File: config.mk
export PLATFORM = sky130hd
export DESIGN_NAME = lrb_readback_regs
export DESIGN_NICKNAME = d
export VERILOG_FILES = /design/src/hdl/lrb_pkg.sv /design/src/hdl/lrb_debounce.sv /design/src/hdl/lrb_readback_regs.sv
export VERILOG_INCLUDE_DIRS = /design/src /design/src/hdl
export SDC_FILE = /design/constraint.sdc
export NUM_CORES = 1
export LEC_CHECK = 0
export BUFFER_PORTS_ARGS = -buffer_cell sky130_fd_sc_hd__buf_2
export CAP_MARGIN = 20
export CORE_UTILIZATION = 40
export CTS_BUF_LIST = sky130_fd_sc_hd__clkbuf_8 sky130_fd_sc_hd__clkbuf_16
export CTS_CLUSTER_DIAMETER = 80
export DETAILED_ROUTE_END_ITERATION = 10
export HOLD_SLACK_MARGIN = 0.12
export PLACE_DENSITY = 0.73
export SYNTH_ARGS = -nofsm -noshare
export SYNTH_HDL_FRONTEND = slang
export SYNTH_SLANG_ARGS = --single-unit
File: constraint.sdc
create_clock -name clk -period 2.65 [get_ports clk]
set_input_delay 0.265 -clock clk [delete_from_list [all_inputs] [get_ports clk]]
set_output_delay 0.265 -clock clk [all_outputs]
set_load 0.05 [all_outputs]
File: src/hdl/lrb_defines.svh
`ifndef LRB_DEFINES_SVH
`define LRB_DEFINES_SVH

// Register offsets
`define LRB_OFS_STRING2 5'h0f
`define LRB_OFS_TEMP 5'h10
`define LRB_OFS_BOOST 5'h11
`define LRB_OFS_LOGIC 5'h12
`define LRB_OFS_ONTIME1 5'h13
`define LRB_OFS_ONTIME2 5'h14
`define LRB_OFS_FAULTS 5'h15
`define LRB_OFS_STATUS 5'h16

// Field positions
`define LRB_PAR_BIT 8
`define LRB_ZERO_BIT 9
`define LRB_F_OPEN1 5
`define LRB_F_SHORT1 4
`define LRB_F_OC1 3
`define LRB_F_OPEN2 2
`define LRB_F_SHORT2 1
`define LRB_F_OC2 0
`define LRB_S_MEMFAIL 7
`define LRB_S_FAILSAFE 6
`define LRB_S_PORFLAG 5
`define LRB_S_PIN1 4
`define LRB_S_PIN2 3
`define LRB_S_FRAMEERR 2
`define LRB_S_TSD 1
`define LRB_S_TW 0

// Reset values
`define LRB_RST_READING 10'h100
`define LRB_RST_ONTIME 10'h100
`define LRB_RST_FAULTS 10'h100

// Thresholds, in codes and periods
`define LRB_TSD_CODE 8'hbd
`define LRB_MEMFAIL_BOOST_CODE 8'h37
`define LRB_OC_BASE_PERIODS 3'h2

// Timing
`define LRB_CLK_NS 40
`define LRB_DEBOUNCE_NS 200
`define LRB_DEBOUNCE_CYC ((`LRB_DEBOUNCE_NS + `LRB_CLK_NS - 1) / `LRB_CLK_NS)
`define LRB_ONTIME_LSB_NS 200
`define LRB_OPEN_LIMIT_NS 50000
`define LRB_OPEN_LIMIT_CNT (`LRB_OPEN_LIMIT_NS / `LRB_ONTIME_LSB_NS)

`endif

File: src/hdl/lrb_pkg.sv
package lrb_pkg;
  typedef logic [9:0] lrb_word_t;
  typedef logic [7:0] lrb_code_t;
  typedef logic [12:0] lrb_milliamp_t;
endpackage

File: src/hdl/lrb_debounce.sv
`timescale 1ns/1ns
module lrb_debounce #(
  parameter int CYCLES = 5
) (
  // Clock and reset
  input wire logic clk,
  input wire logic rst,
  // Pin and filtered level
  input wire logic pin,
  output logic level
);
  initial begin
    if (CYCLES < 1 || CYCLES > 255) $error("lrb_debounce: CYCLES out of range");
  end

  logic [7:0] stable_reg;
  logic level_reg;
  wire differs = pin != level_reg;
  wire settled = stable_reg >= 8'(CYCLES - 1);

  always_ff @(posedge clk) begin
    if (rst) begin
      stable_reg <= 8'h00;
      level_reg <= 1'b0;
    end else if (!differs) begin
      stable_reg <= 8'h00;
    end else if (settled) begin
      stable_reg <= 8'h00;
      level_reg <= pin;
    end else begin
      stable_reg <= stable_reg + 8'h01;
    end
  end

  assign level = level_reg;
endmodule

File: src/hdl/lrb_readback_regs.sv
`timescale 1ns/1ns
`include "lrb_defines.svh"
module lrb_readback_regs #(
  parameter int DEBOUNCE_CYC = `LRB_DEBOUNCE_CYC,
  parameter int OPEN_LIMIT_CNT = `LRB_OPEN_LIMIT_CNT
) (
  // Clock and reset
  input wire logic clk,
  input wire logic rst,
  // Register read port
  input wire logic rd_req,
  input wire logic [4:0] rd_addr,
  output logic rd_ack,
  output lrb_pkg::lrb_word_t rd_data,
  // Converter results
  input wire logic [8:0] string_measure_interval,
  input wire logic [1:0] string1_range_select,
  input wire logic [1:0] string2_range_select,
  input wire logic string1_valid,
  input wire lrb_pkg::lrb_code_t string1_voltage_code,
  input wire logic string2_valid,
  input wire lrb_pkg::lrb_code_t string2_voltage_code,
  input wire logic temp_valid,
  input wire lrb_pkg::lrb_code_t die_temp_code,
  input wire logic boost_valid,
  input wire lrb_pkg::lrb_code_t boost_supply_code,
  input wire logic logic_valid,
  input wire lrb_pkg::lrb_code_t logic_supply_code,
  // Buck channel measurements
  input wire logic channel1_on_time_valid,
  input wire lrb_pkg::lrb_code_t channel1_on_time_count,
  input wire logic channel2_on_time_valid,
  input wire lrb_pkg::lrb_code_t channel2_on_time_count,
  input wire logic channel1_period_end,
  input wire lrb_pkg::lrb_milliamp_t channel1_peak_current,
  input wire logic channel2_period_end,
  input wire lrb_pkg::lrb_milliamp_t channel2_peak_current,
  input wire logic [2:0] channel1_current_range,
  input wire logic [2:0] channel2_current_range,
  input wire logic [1:0] overcurrent_period_threshold,
  // Status sources
  input wire logic memory_programming,
  input wire logic failsafe_active,
  input wire logic channel1_control_pin,
  input wire logic channel2_control_pin,
  input wire logic serial_frame_error,
  input wire lrb_pkg::lrb_code_t thermal_warning_threshold
);
  initial begin
    if (OPEN_LIMIT_CNT < 1 || OPEN_LIMIT_CNT > 255) $error("OPEN_LIMIT_CNT out of range");
    if (DEBOUNCE_CYC < 1 || DEBOUNCE_CYC > 255) $error("DEBOUNCE_CYC out of range");
  end

  function automatic lrb_pkg::lrb_word_t pack_word(input logic [7:0] payload);
    pack_word = {1'b0, ~^payload, payload};
  endfunction

  // Codes below 1.8 V for each range scale
  function automatic lrb_pkg::lrb_code_t short_limit(input logic [1:0] rng);
    case (rng)
      2'h0: short_limit = 8'h07;
      2'h1: short_limit = 8'h0a;
      2'h2: short_limit = 8'h0c;
      default: short_limit = 8'h10;
    endcase
  endfunction

  function automatic lrb_pkg::lrb_milliamp_t oc_level(input logic [2:0] rng);
    case (rng)
      3'h1: oc_level = 13'd305;
      3'h2: oc_level = 13'd609;
      3'h3: oc_level = 13'd1219;
      3'h4: oc_level = 13'd2437;
      default: oc_level = 13'd4875;
    endcase
  endfunction

  // Saturates rather than wraps, so a lasting excess trips again after a read clear
  function automatic logic [2:0] oc_count(input logic excess, input logic [2:0] cnt);
    if (!excess) begin
      oc_count = 3'h0;
    end else if (cnt == 3'h7) begin
      oc_count = 3'h7;
    end else begin
      oc_count = cnt + 3'h1;
    end
  endfunction

  // Measured codes
  logic [7:0] string2_reg, temp_reg, boost_reg, logic_reg, ontime1_reg, ontime2_reg;
  // Latched flags
  logic [5:0] faults_reg;
  logic memfail_reg, porflag_reg, frameerr_reg, tsd_reg, tw_reg;
  logic [2:0] occnt1_reg, occnt2_reg;
  logic rd_ack_reg;
  lrb_pkg::lrb_word_t rd_data_reg;
  logic pin1_level, pin2_level;

  lrb_debounce #(.CYCLES(DEBOUNCE_CYC)) u_pin1 (
    .clk(clk),
    .rst(rst),
    .pin(channel1_control_pin),
    .level(pin1_level)
  );
  lrb_debounce #(.CYCLES(DEBOUNCE_CYC)) u_pin2 (
    .clk(clk),
    .rst(rst),
    .pin(channel2_control_pin),
    .level(pin2_level)
  );

  // Live register views
  wire [7:0] status_payload = {memfail_reg, failsafe_active, porflag_reg, pin1_level,
    pin2_level, frameerr_reg, tsd_reg, tw_reg};
  wire lrb_pkg::lrb_word_t faults_word = {1'b0, ~^faults_reg, 2'b00, faults_reg};
  wire lrb_pkg::lrb_word_t status_word = pack_word(status_payload);

  wire hit_faults = rd_req && rd_addr == `LRB_OFS_FAULTS;
  wire hit_status = rd_req && rd_addr == `LRB_OFS_STATUS;
  wire addr_mapped = rd_addr >= `LRB_OFS_STRING2 && rd_addr <= `LRB_OFS_STATUS;
  lrb_pkg::lrb_word_t read_mux;
  always_comb begin
    case (rd_addr)
      `LRB_OFS_STRING2: read_mux = pack_word(string2_reg);
      `LRB_OFS_TEMP: read_mux = pack_word(temp_reg);
      `LRB_OFS_BOOST: read_mux = pack_word(boost_reg);
      `LRB_OFS_LOGIC: read_mux = pack_word(logic_reg);
      `LRB_OFS_ONTIME1: read_mux = pack_word(ontime1_reg);
      `LRB_OFS_ONTIME2: read_mux = pack_word(ontime2_reg);
      `LRB_OFS_FAULTS: read_mux = faults_word;
      `LRB_OFS_STATUS: read_mux = status_word;
      default: read_mux = 10'h000;
    endcase
  end

  // Fault detection events
  wire string2_take = string2_valid && string_measure_interval != 9'h000;
  wire string1_take = string1_valid && string_measure_interval != 9'h000;
  wire open1_ev = channel1_on_time_valid && channel1_on_time_count > 8'(OPEN_LIMIT_CNT);
  wire open2_ev = channel2_on_time_valid && channel2_on_time_count > 8'(OPEN_LIMIT_CNT);
  wire short1_ev = string1_take
    && string1_voltage_code < short_limit(string1_range_select);
  wire short2_ev = string2_take
    && string2_voltage_code < short_limit(string2_range_select);
  wire excess1 = channel1_peak_current >= oc_level(channel1_current_range);
  wire excess2 = channel2_peak_current >= oc_level(channel2_current_range);
  wire [2:0] oc_need = `LRB_OC_BASE_PERIODS + {1'b0, overcurrent_period_threshold};
  wire [2:0] occnt1_next = oc_count(excess1, occnt1_reg);
  wire [2:0] occnt2_next = oc_count(excess2, occnt2_reg);
  wire oc1_ev = channel1_period_end && occnt1_next >= oc_need;
  wire oc2_ev = channel2_period_end && occnt2_next >= oc_need;
  wire [5:0] fault_set = {open1_ev, short1_ev, oc1_ev, open2_ev, short2_ev, oc2_ev};
  wire memfail_ev = memory_programming && boost_reg < `LRB_MEMFAIL_BOOST_CODE;
  wire tsd_ev = temp_reg >= `LRB_TSD_CODE;
  wire tw_ev = temp_reg >= thermal_warning_threshold;

  // Set wins over the read clear so no coinciding event is lost
  wire [5:0] faults_next = (faults_reg & ~{6{hit_faults}}) | fault_set;
  wire memfail_next = (memfail_reg & ~hit_status) | memfail_ev;
  wire porflag_next = porflag_reg & ~hit_status;
  wire frameerr_next = (frameerr_reg & ~hit_status) | serial_frame_error;
  wire tsd_next = (tsd_reg & ~hit_status) | tsd_ev;
  wire tw_next = (tw_reg & ~hit_status) | tw_ev;

  always_ff @(posedge clk) begin
    if (rst) begin
      string2_reg <= 8'h00;
      temp_reg <= 8'h00;
      boost_reg <= 8'h00;
      logic_reg <= 8'h00;
    end else begin
      if (string2_take) string2_reg <= string2_voltage_code;
      if (temp_valid) temp_reg <= die_temp_code;
      if (boost_valid) boost_reg <= boost_supply_code;
      if (logic_valid) logic_reg <= logic_supply_code;
    end
  end

  always_ff @(posedge clk) begin
    if (rst) begin
      // Payload only; the parity one comes from pack_word
      ontime1_reg <= 8'(`LRB_RST_ONTIME);
      ontime2_reg <= 8'(`LRB_RST_ONTIME);
    end else begin
      if (channel1_on_time_valid) ontime1_reg <= channel1_on_time_count;
      if (channel2_on_time_valid) ontime2_reg <= channel2_on_time_count;
    end
  end

  always_ff @(posedge clk) begin
    if (rst) begin
      occnt1_reg <= 3'h0;
      occnt2_reg <= 3'h0;
    end else begin
      if (channel1_period_end) occnt1_reg <= occnt1_next;
      if (channel2_period_end) occnt2_reg <= occnt2_next;
    end
  end

  always_ff @(posedge clk) begin
    if (rst) begin
      faults_reg <= 6'h00;
      memfail_reg <= 1'b0;
      porflag_reg <= 1'b1;
      frameerr_reg <= 1'b0;
      tsd_reg <= 1'b0;
      tw_reg <= 1'b0;
    end else begin
      faults_reg <= faults_next;
      memfail_reg <= memfail_next;
      porflag_reg <= porflag_next;
      frameerr_reg <= frameerr_next;
      tsd_reg <= tsd_next;
      tw_reg <= tw_next;
    end
  end

  // Captured from the pre-clear value in the same edge
  always_ff @(posedge clk) begin
    if (rst) begin
      rd_ack_reg <= 1'b0;
      rd_data_reg <= 10'h000;
    end else begin
      rd_ack_reg <= rd_req;
      if (rd_req) rd_data_reg <= read_mux;
    end
  end

  assign rd_ack = rd_ack_reg;
  assign rd_data = rd_data_reg;
endmodule

==> flow_summary.json, run 1 <==
{
  "antenna_cells": 0,
  "dieArea_mm2": 0.01469,
  "vias_per_cell": 5.024,
  "drv_cap": 0,
  "worstSetupPathType": "in -> reg",
  "cts_num_sinks": 93,
  "nFillCells": 1336,
  "antenna_found_initial": 0,
  "worst_setup_path_end_kind": "register",
  "drive_gt1_share_pct": 25.13,
  "ant_nets": 0,
  "ys_async_sr_fraction_pct": 0,
  "min_period_over_period_pct": 96.28,
  "maxSlewViolCount": 0,
  "drt_wl_total_um": 13040,
  "seq_area_frac_synth_pct": 32.76,
  "area_delta_synth_final_pct": 25.10,
  "p_total_mw": 3.684,
  "layout.nets": 995,
  "synth_edf_count": 0,
  "finish.utilization_pct": 51.22,
  "power_density_mw_per_mm2": 518.2,
  "grtUsageMet2_pct": 30.36,
  "numCtsBuffers": 9,
  "syn_area_mm2": 0.005683,
  "start_util_pct": 40.94,
  "drc": 0,
  "hold_path_class": "in -> reg",
  "port_buffers": 142,
  "cp-start-kind": "input pin",
  "synthTopCellsByArea": "dfxtp_1 33%, ha_1 15%, mux2i_1 8.5%",
  "clock_path_buffers": 2,
  "fin_ws_ps": 98.46,
  "avgSynthCellArea_um2": 9.021,
  "crit_required_ps": 2850,
  "netlist.area_leader.share_pct": 32.76,
  "irDropWorstVdd_mv": 0.3974,
  "max_stage_delay_ps": 270,
  "ys_types": 56,
  "cpMostUsedCell": "a21o_1",
  "status": "finished clean",
  "overflow": 0,
  "netlist_instances": 630,
  "path_delay_family": "compound AO/OA/AOI/OAI gates",
  "clkLatencyLatePin_ps": 340,
  "grt_pass1_vias": 4533,
  "rows": 43,
  "via_count": 4903,
  "path_cells": "buf_4 -> xor2_1 -> mux2_4 -> ha_4 -> a21o_1 -> a21o_1 -> a211oi_2 -> o31ai_2 -> a21boi_2 -> a21o_1 -> ha_1 -> nand2b_4 -> a21oi_2 -> nor2b_1 -> o21ai_1 -> a21oi_1",
  "slew_headroom_pct": 55.64,
  "largest_register_ffs": 9,
  "clockRootBuffer": "clkbuf_16",
  "grt_use_total_pct": 18.64,
  "crit_fanout": 5,
  "first_pass_iters": 6,
  "gp_congestion": 0.9052,
  "hold_viol_final": 0,
  "clk_pin_slew_ps": 60,
  "die_h_um": 121.2,
  "fmax_ghz": 0.3919,
  "met3_usage_pct": 3.947,
  "finalSetupViolations": 0,
  "dpl.hpwl_um": 10410,
  "core-area_mm2": 0.01388,
  "rsz0062_at_grt": "yes",
  "ios": 144,
  "grt_pass1_wl_um": 21600,
  "min_period_ps": 2552,
  "grt_busiest_layer": "met2",
  "die-width_um": 121.2,
  "cts_tree": "done",
  "yosysWarnings": 0,
  "drtIter0Drc": 361,
  "grt_use_met1_pct": 24.59,
  "synthFlopType": "dfxtp_1",
  "critPathArrivalTime_ps": 2750,
  "fin_skew_ps": 6.889,
  "htree_levels": 3,
  "pre_cts_slack_ps": -294.9,
  "wire_per_inst_um": 13.36,
  "synth_top_area_cell": "dfxtp_1",
  "worst_pin_slew_ps": 665.3,
  "yosys.cell_count.top_type": "dfxtp_1",
  "grt_max_degree": 36,
  "ys_ff_latch": 93,
  "crit_path_top_delay_cell": "mux2_4",
  "p_leak_nw": 3.404,
  "synth_common_cells": "93 x dfxtp_1, 81 x nor2_1, 70 x ha_1, 50 x xnor2_1, 48 x mux2i_1",
  "cp_num_buf_inv": 1
}
repair_timing:
item                                   in CTS  in global routing
gates resized for setup                     0                 11
setup buffers                               0                  1
endpoints found under the hold margin       0                  0
setup endpoints to repair                   0                  2
hold buffers                                0                  0
logic make-up after synthesis:
group / count (synthesis) / share of synthesized area (%)
muxes: 50 / 8.851
other: 1 / 0.06599
AOI/OAI and AO/OA: 114 / 13.54
buffers and inverters: 59 / 4.095
DFF: 93 / 32.76
adders and majority gates: 70 / 15.41
and+or+nand+nor: 188 / 16.80
xor gates and xnor gates: 55 / 8.476
metrics by stage:
step / instance area [um^2] / std cells / setup TNS (ps) / hold slack [ps]
5_1_grt: 7109 / 976 / -67.87 / 166.6
4_1_cts: 7059 / 975 / 0 / 151.3
6_report: 7109 / 976 / 0 / 158.9
3_5_place_dp: 6730 / 960 / -438.0 / 434.4
3_3_place_gp: 6730 / 960 / -332.0 / 427.2
2_1_floorplan: 5752 / 640 / -96.44 / 361.6
tightest hold or removal path: stages:
cell	delay (ps)
buf_2	70
mux2i_1	50
nor2_1	70
placed cells by master, fill, tap and decap left out, types with 5 or more instances in the layout:
cell       Yosys  routed
a21oi_1       40      39
mux2i_1       48      48
conb_1         1      11
clkbuf_16      0       9
nand2b_1      13      12
buf_2          3     140
nor2_1        81      81
a222oi_1      10      10
xnor2_1       50      50
inv_1         38      39
o21ai_0       10       9
ha_1          70      69
nand4_1        5       5
nor3_1         5       5
dfxtp_1       93      93
buf_4          2      22
nand2_1       28      28
nand3_1       12      12
nor2b_1       15      13
xor2_1         5       5
a21o_1        18      18
a22oi_1       17      17
per-layer routing:
metal | part of all wire, % | vias to the layer above
met4 | 1.1 | 0
met3 | 7.1 | 11
met2 | 46 | 161
met5 | 0 | -
met1 | 46 | 2216
li1 | - | 2515
report_power, final:
part	internal, mW	total (mW)	switching (mW)
clock	0.909	1.42	0.510
sequential	1.47	1.54	0.0716
combinational	0.382	0.727	0.346
cell type report:
type	instances	area (um^2)	share of cell area, %
Multi-Input combinational cell	488	3685	51.83
Sequential cell	93	1862	26.19
Timing Repair Buffer	162	865.8	12.18
Clock buffer	9	225.2	3.168
Tap cell	180	225.2	3.168
Inverter	38	142.6	2.006
Clock inverter	6	103.9	1.461
path summary, 6_finish.rpt:
| kind | startpoint | to | slack, ps | cells past startpoint |
|---|---|---|---|---|
| worst min register to register | u_pin2.stable_reg[0]$_SDFF_PP0_ | u_pin2.stable_reg[0]$_SDFF_PP0_ | 440 | 1 |
| worst max register to register | temp_reg[0]$_SDFFE_PP0P_ | tw_reg$_SDFF_PP0_ | 820 | 8 |
| worst min-delay path | boost_supply_code[7] | boost_reg[7]$_SDFFE_PP0P_ | 160 | 3 |
| worst max-delay path | channel2_current_range[1] | faults_reg[0]$_SDFF_PP0_ | 100 | 16 |
(Power assumes the default switching activity.)
==> run 2, diff against run 1 <==
ABC_AREA = 1   (was not set)
==> flow_summary.json, run 2 <==
{
  "status": "finished clean",
  "synth_common_cells": "264 x nand2_1, 138 x inv_1, 93 x dfxtp_1, 91 x a21oi_1, 78 x o21ai_0",
  "ys_types": 38,
  "htree_levels": 3,
  "clkLatencyLatePin_ps": 350,
  "worstSetupPathType": "in -> reg",
  "avgSynthCellArea_um2": 6.639,
  "numCtsBuffers": 9,
  "max_stage_delay_ps": 280,
  "drc": 0,
  "maxSlewViolCount": 0,
  "rsz0062_at_grt": "yes",
  "crit_path_top_delay_cell": "ha_1",
  "ys_async_sr_fraction_pct": 0,
  "wire_per_inst_um": 11.97,
  "antenna_cells": 0,
  "vias_per_cell": 4.827,
  "area_delta_synth_final_pct": 22.87,
  "layout.nets": 1312,
  "hold_slack_ps": 128.7,
  "multi_input_area_mm2": 0.003851,
  "worst_pin_slew_ps": 580.5,
  "cts_num_sinks": 93,
  "seq_area_frac_synth_pct": 29.61,
  "crit_fanout": 4,
  "yosysWarnings": 0,
  "yosys.cell_count.top_type": "nand2_1",
  "finalSetupTns_ps": 0,
  "die_h_um": 127.4,
  "final_cell_mix": "263 x nand2_1, 142 x buf_2, 138 x inv_1",
  "crit_required_ps": 2860,
  "port_buffers": 142,
  "antenna_found_initial": 0,
  "finalSetupViolations": 0,
  "largest_register_ffs": 9,
  "drtIter0Drc": 346,
  "dpl.hpwl_um": 12970,
  "irDropWorstVdd_mv": 0.3081,
  "cp-start-kind": "input pin",
  "ios": 144,
  "fin_skew_ps": 6.736,
  "clk_pin_slew_ps": 70,
  "grt_max_degree": 30,
  "cts_setup_buffers": 0,
  "clockRootBuffer": "clkbuf_16",
  "drive_gt1_share_pct": 17.32,
  "synth_top_area_cell": "dfxtp_1",
  "hold_path_class": "in -> reg",
  "dieArea_mm2": 0.01622,
  "drt_wl_total_um": 15860,
  "netlist_instances": 947,
  "critPathArrivalTime_ps": 2590,
  "worst_setup_path_end_kind": "register",
  "grt_pass1_wl_um": 25900,
  "hold_viol_final": 0,
  "overflow": 0,
  "path_cells": "buf_2 -> nor2_2 -> inv_1 -> o21ai_1 -> inv_1 -> nand2_2 -> inv_1 -> a21oi_1 -> ha_1 -> nand3_1 -> inv_1 -> a21oi_1 -> o21ai_1 -> o21ai_0 -> inv_1 -> ha_1 -> a21oi_1 -> nor2_1 -> o21ai_0 -> a21oi_1",
  "grt_use_total_pct": 20.15,
  "min_period_ps": 2378,
  "grt_pass1_vias": 5739,
  "netlist.area_leader.share_pct": 29.61,
  "ant_nets": 0,
  "p_leak_nw": 3.988,
  "ys_ff_latch": 93,
  "syn_area_mm2": 0.006287,
  "synthTopCellsByArea": "dfxtp_1 30%, nand2_1 16%, ha_1 14%",
  "cpMostUsedCell": "inv_1",
  "die-width_um": 127.4,
  "layout_commonest_cell": "nand2_1",
  "cts_tree": "done",
  "first_pass_iters": 5,
  "clock_path_buffers": 2,
  "via_count": 6396,
  "start_util_pct": 41.21,
  "finish.utilization_pct": 50.63,
  "slew_headroom_pct": 61.30,
  "seq_area_mm2": 0.001862,
  "nFillCells": 1534,
  "synthFlopType": "dfxtp_1",
  "rrSetupSlack_ps": 880,
  "synth_edf_count": 0,
  "drv_cap": 0,
  "gp_congestion": 0.9105,
  "rows": 45,
  "core-area_mm2": 0.01526,
  "min_period_over_period_pct": 89.73,
  "fmax_ghz": 0.4206,
  "power_density_mw_per_mm2": 505.8
}
[run 2: cell types whose count changed after synthesis, sizes merged, moves of 30 or more]
cell / delta
a21oi: +52
xnor2: -30
nand2: +235
o21ai: +69
inv: +103
mux2i: -48
[run 2: area by class of cell]
cell class / instances / share of cell area, %
Sequential cell: 93 / 24.10
Timing Repair Buffer: 161 / 11.08
Multi-Input combinational cell: 701 / 49.85
Tap cell: 211 / 3.418
Clock buffer: 10 / 3.094
Inverter: 143 / 6.948
Clock inverter: 6 / 1.506
[run 2: path summary, 6_finish.rpt]
kind	startpoint	end	cells after the start
min reg2reg	u_pin2.stable_reg[0]$_SDFF_PP0_	u_pin2.stable_reg[0]$_SDFF_PP0_	1
max reg2reg	occnt2_reg[0]$_SDFFE_PP0P_	faults_reg[0]$_SDFF_PP0_	10
max	channel2_current_range[2]	faults_reg[0]$_SDFF_PP0_	20
min	boost_supply_code[4]	boost_reg[4]$_SDFFE_PP0P_	3
[run 2: through the flow]
stage | instance area [um^2] | worst slack [ps] | instances | power, mW
after floorplan | 6325 | 158.1 | 957 | 2.133
after global placement | 7342 | -139.5 | 1308 | 2.383
after detailed placement | 7342 | -260.0 | 1308 | 2.408
after CTS | 7707 | 107.1 | 1325 | 3.948
after global routing | 7725 | -1.047 | 1325 | 4.155
final | 7725 | 272.3 | 1325 | 3.908
[run 2: kinds of logic (layout without fill, tap and decap cells)]
kind of cell	Yosys count	after routing	share of synthesized area, %
xor gates and xnor gates	29	29	4.040
AOI/OAI and AO/OA	201	201	17.21
DFF	93	93	29.61
adders and majority gates	70	70	13.93
buffers and inverters	163	320	10.01
other	1	11	0.05964
and+or+nand+nor	390	390	25.13
[run 2: repair_timing]
item,CTS,global route
setup endpoints to repair,0,2
resized for setup,0,8
hold endpoints to repair,1,0
hold buffers,1,0
[run 2: worst max-delay path, delay by kind of cell]
family,cells,cell delay [ps]
AO/OA/AOI/OAI,8,1000
adder cells (fa/ha/maj),2,530
buffers and inverters,6,460
AND/OR/NAND/NOR,4,340
[run 2: report_power, final]
group	internal, mW	total [mW]	switching, mW
registers	1.48	1.57	0.0893
clock network	0.958	1.53	0.568
logic	0.355	0.813	0.458
total	2.79	3.91	1.11
[run 2: layer usage]
metal | vias to the layer above | global-route usage, % | part of all wire [%]
met1 | 2831 | 24.49 | 45
met5 | - | 0 | 0
met4 | 0 | 7.073 | 2.0
li1 | 3376 | - | -
met3 | 23 | 3.434 | 5.5
met2 | 166 | 35.71 | 48
==> run 3, diff against run 2 <==
CORE_UTILIZATION = 45   (was 40)
CTS_BUF_LIST = sky130_fd_sc_hd__clkbuf_16   (was sky130_fd_sc_hd__clkbuf_8 sky130_fd_sc_hd__clkbuf_16)
PLACE_DENSITY = 0.79   (was 0.73)
==> flow_summary.json, run 3 (synthesis results as in run 2) <==
{
  "slew_headroom_pct": 60.50,
  "clkLatencyLatePin_ps": 360,
  "clk_pin_slew_ps": 70,
  "hold_path_class": "in -> reg",
  "comb_power_share_pct": 22.5,
  "start_util_pct": 46.74,
  "layout_commonest_cell": "nand2_1",
  "cts_num_sinks": 93,
  "die_h_um": 120.2,
  "min_period_ps": 2390,
  "cp-start-kind": "input pin",
  "drt_wl_total_um": 15570,
  "fin_ws_ps": 260.4,
  "maxSlewViolCount": 0,
  "clock_path_buffers": 2,
  "pre_cts_slack_ps": -274.6,
  "min_period_over_period_pct": 90.17,
  "wire_per_inst_um": 12.06,
  "drive_gt1_share_pct": 17.58,
  "fin_skew_ps": 11.38,
  "grt_max_degree": 56,
  "largest_register_ffs": 9,
  "antenna_cells": 0,
  "cts_tree": "done",
  "dpl.hpwl_um": 12410,
  "ant_nets": 0,
  "layout.nets": 1313,
  "drc": 0,
  "via_count": 6395,
  "drv_cap": 0,
  "grtUsageMet2_pct": 38.04,
  "crit_fanout": 3,
  "critPathArrivalTime_ps": 2600,
  "worst_setup_path_end_kind": "register",
  "htree_levels": 3,
  "numCtsBuffers": 9,
  "place_area_mm2": 0.007298,
  "irDropWorstVdd_mv": 0.3057,
  "gp_congestion": 0.9796,
  "status": "finished clean",
  "final_cell_mix": "263 x nand2_1, 142 x buf_2, 138 x inv_1",
  "grt_use_total_pct": 22.25,
  "p_seq_share_pct": 42.5,
  "swShare_pct": 30.27,
  "rows": 42,
  "grt_busiest_layer": "met2",
  "core-area_mm2": 0.01345,
  "vias_per_cell": 4.954,
  "fin_area_mm2": 0.007640,
  "fmax_ghz": 0.4185,
  "die-width_um": 120.2,
  "nFillCells": 1324,
  "p_clk_share_pct": 35.1,
  "power_density_mw_per_mm2": 483.9,
  "worst_pin_slew_ps": 592.5,
  "overflow": 0,
  "grt_pass1_vias": 5789,
  "area_delta_synth_final_pct": 21.51,
  "dieArea_mm2": 0.01445,
  "drtIter0Drc": 388,
  "grt_pass1_wl_um": 25560,
  "p_leak_nw": 3.965,
  "p_sw_mw": 1.119,
  "worstSetupPathType": "in -> reg",
  "finalSetupViolations": 0,
  "met3_usage_pct": 5.142,
  "grt_use_met1_pct": 27.32,
  "p_int_mw": 2.578,
  "clockRootBuffer": "clkbuf_16",
  "first_pass_iters": 5,
  "antenna_found_initial": 0,
  "port_buffers": 142,
  "hold_viol_final": 0,
  "rsz0062_at_grt": "no",
  "ios": 144,
  "crit_required_ps": 2860
}
-- run 3: cell type report --
cell class                 count  area, um^2  area share, %
multi-input combinational    701        3862          50.56
sequential                    93        1862          24.37
timing repair buffer         162       860.8          11.27
inverter                     143       536.8          7.026
clock buffer                   9       225.2          2.948
tap                          176       220.2          2.882
clock inverter                 7       72.57         0.9499
-- run 3: through the flow --
step | power [mW] | util [%] | setup TNS [ps] | hold slack (ps) | std cells
after floorplan | 2.133 | - | 0 | 355.0 | 957
after global placement | 2.379 | 54.25 | -183.8 | 426.5 | 1273
after detailed placement | 2.408 | 54.25 | -441.1 | 442.7 | 1273
after CTS | 3.708 | 56.46 | 0 | 122.0 | 1289
after global routing | 3.936 | 56.79 | 0 | 124.6 | 1291
final | 3.697 | 56.79 | 0 | 127.3 | 1291
-- run 3: worst max-delay path, cell delays in order --
cell	delay, ps
buf_2	90
inv_1	60
nor2_2	100
inv_1	90
o21ai_0	140
inv_1	70
nand2_1	110
inv_1	80
a21oi_1	130
ha_1	250
nand3_1	110
inv_1	40
a21oi_1	130
nand2_1	100
o21ai_0	140
inv_1	90
ha_1	280
inv_1	60
nor2_1	30
o21ai_0	140
a21oi_1	80
-- run 3: metal layers --
metal,up-vias,part of all wire [%]
li1,3379,-
met1,2825,46
met2,165,46
met3,26,5.8
met4,0,2.3
met5,-,0
-- run 3: worst paths after layout --
kind                                   start  cells past startpoint  slack (ps)                              end
max reg2reg         temp_reg[6]$_SDFFE_PP0P_                     12         850          rd_data[8]$_SDFFE_PP0P_
min                     logic_supply_code[6]                      3         130        logic_reg[6]$_SDFFE_PP0P_
min reg2reg  u_pin1.stable_reg[0]$_SDFF_PP0_                      1         450  u_pin1.stable_reg[0]$_SDFF_PP0_
max                channel1_current_range[1]                     21         260         faults_reg[3]$_SDFF_PP0_
-- run 3: what timing repair did --
action,4_1_cts,5_1_grt
setup buffers,0,2
resized for setup,0,15
hold buffers,0,0
setup endpoints to repair,0,2
-- run 3: power by group through the flow --
stage / logic (mW) / clock network (mW) / registers, mW
final: 0.831 / 1.30 / 1.57
after detailed placement: 0.808 / 0 / 1.60
after global placement: 0.782 / 0 / 1.60
after global routing: 0.964 / 1.39 / 1.58
after floorplan: 0.555 / 0 / 1.58
after CTS: 0.815 / 1.32 / 1.57
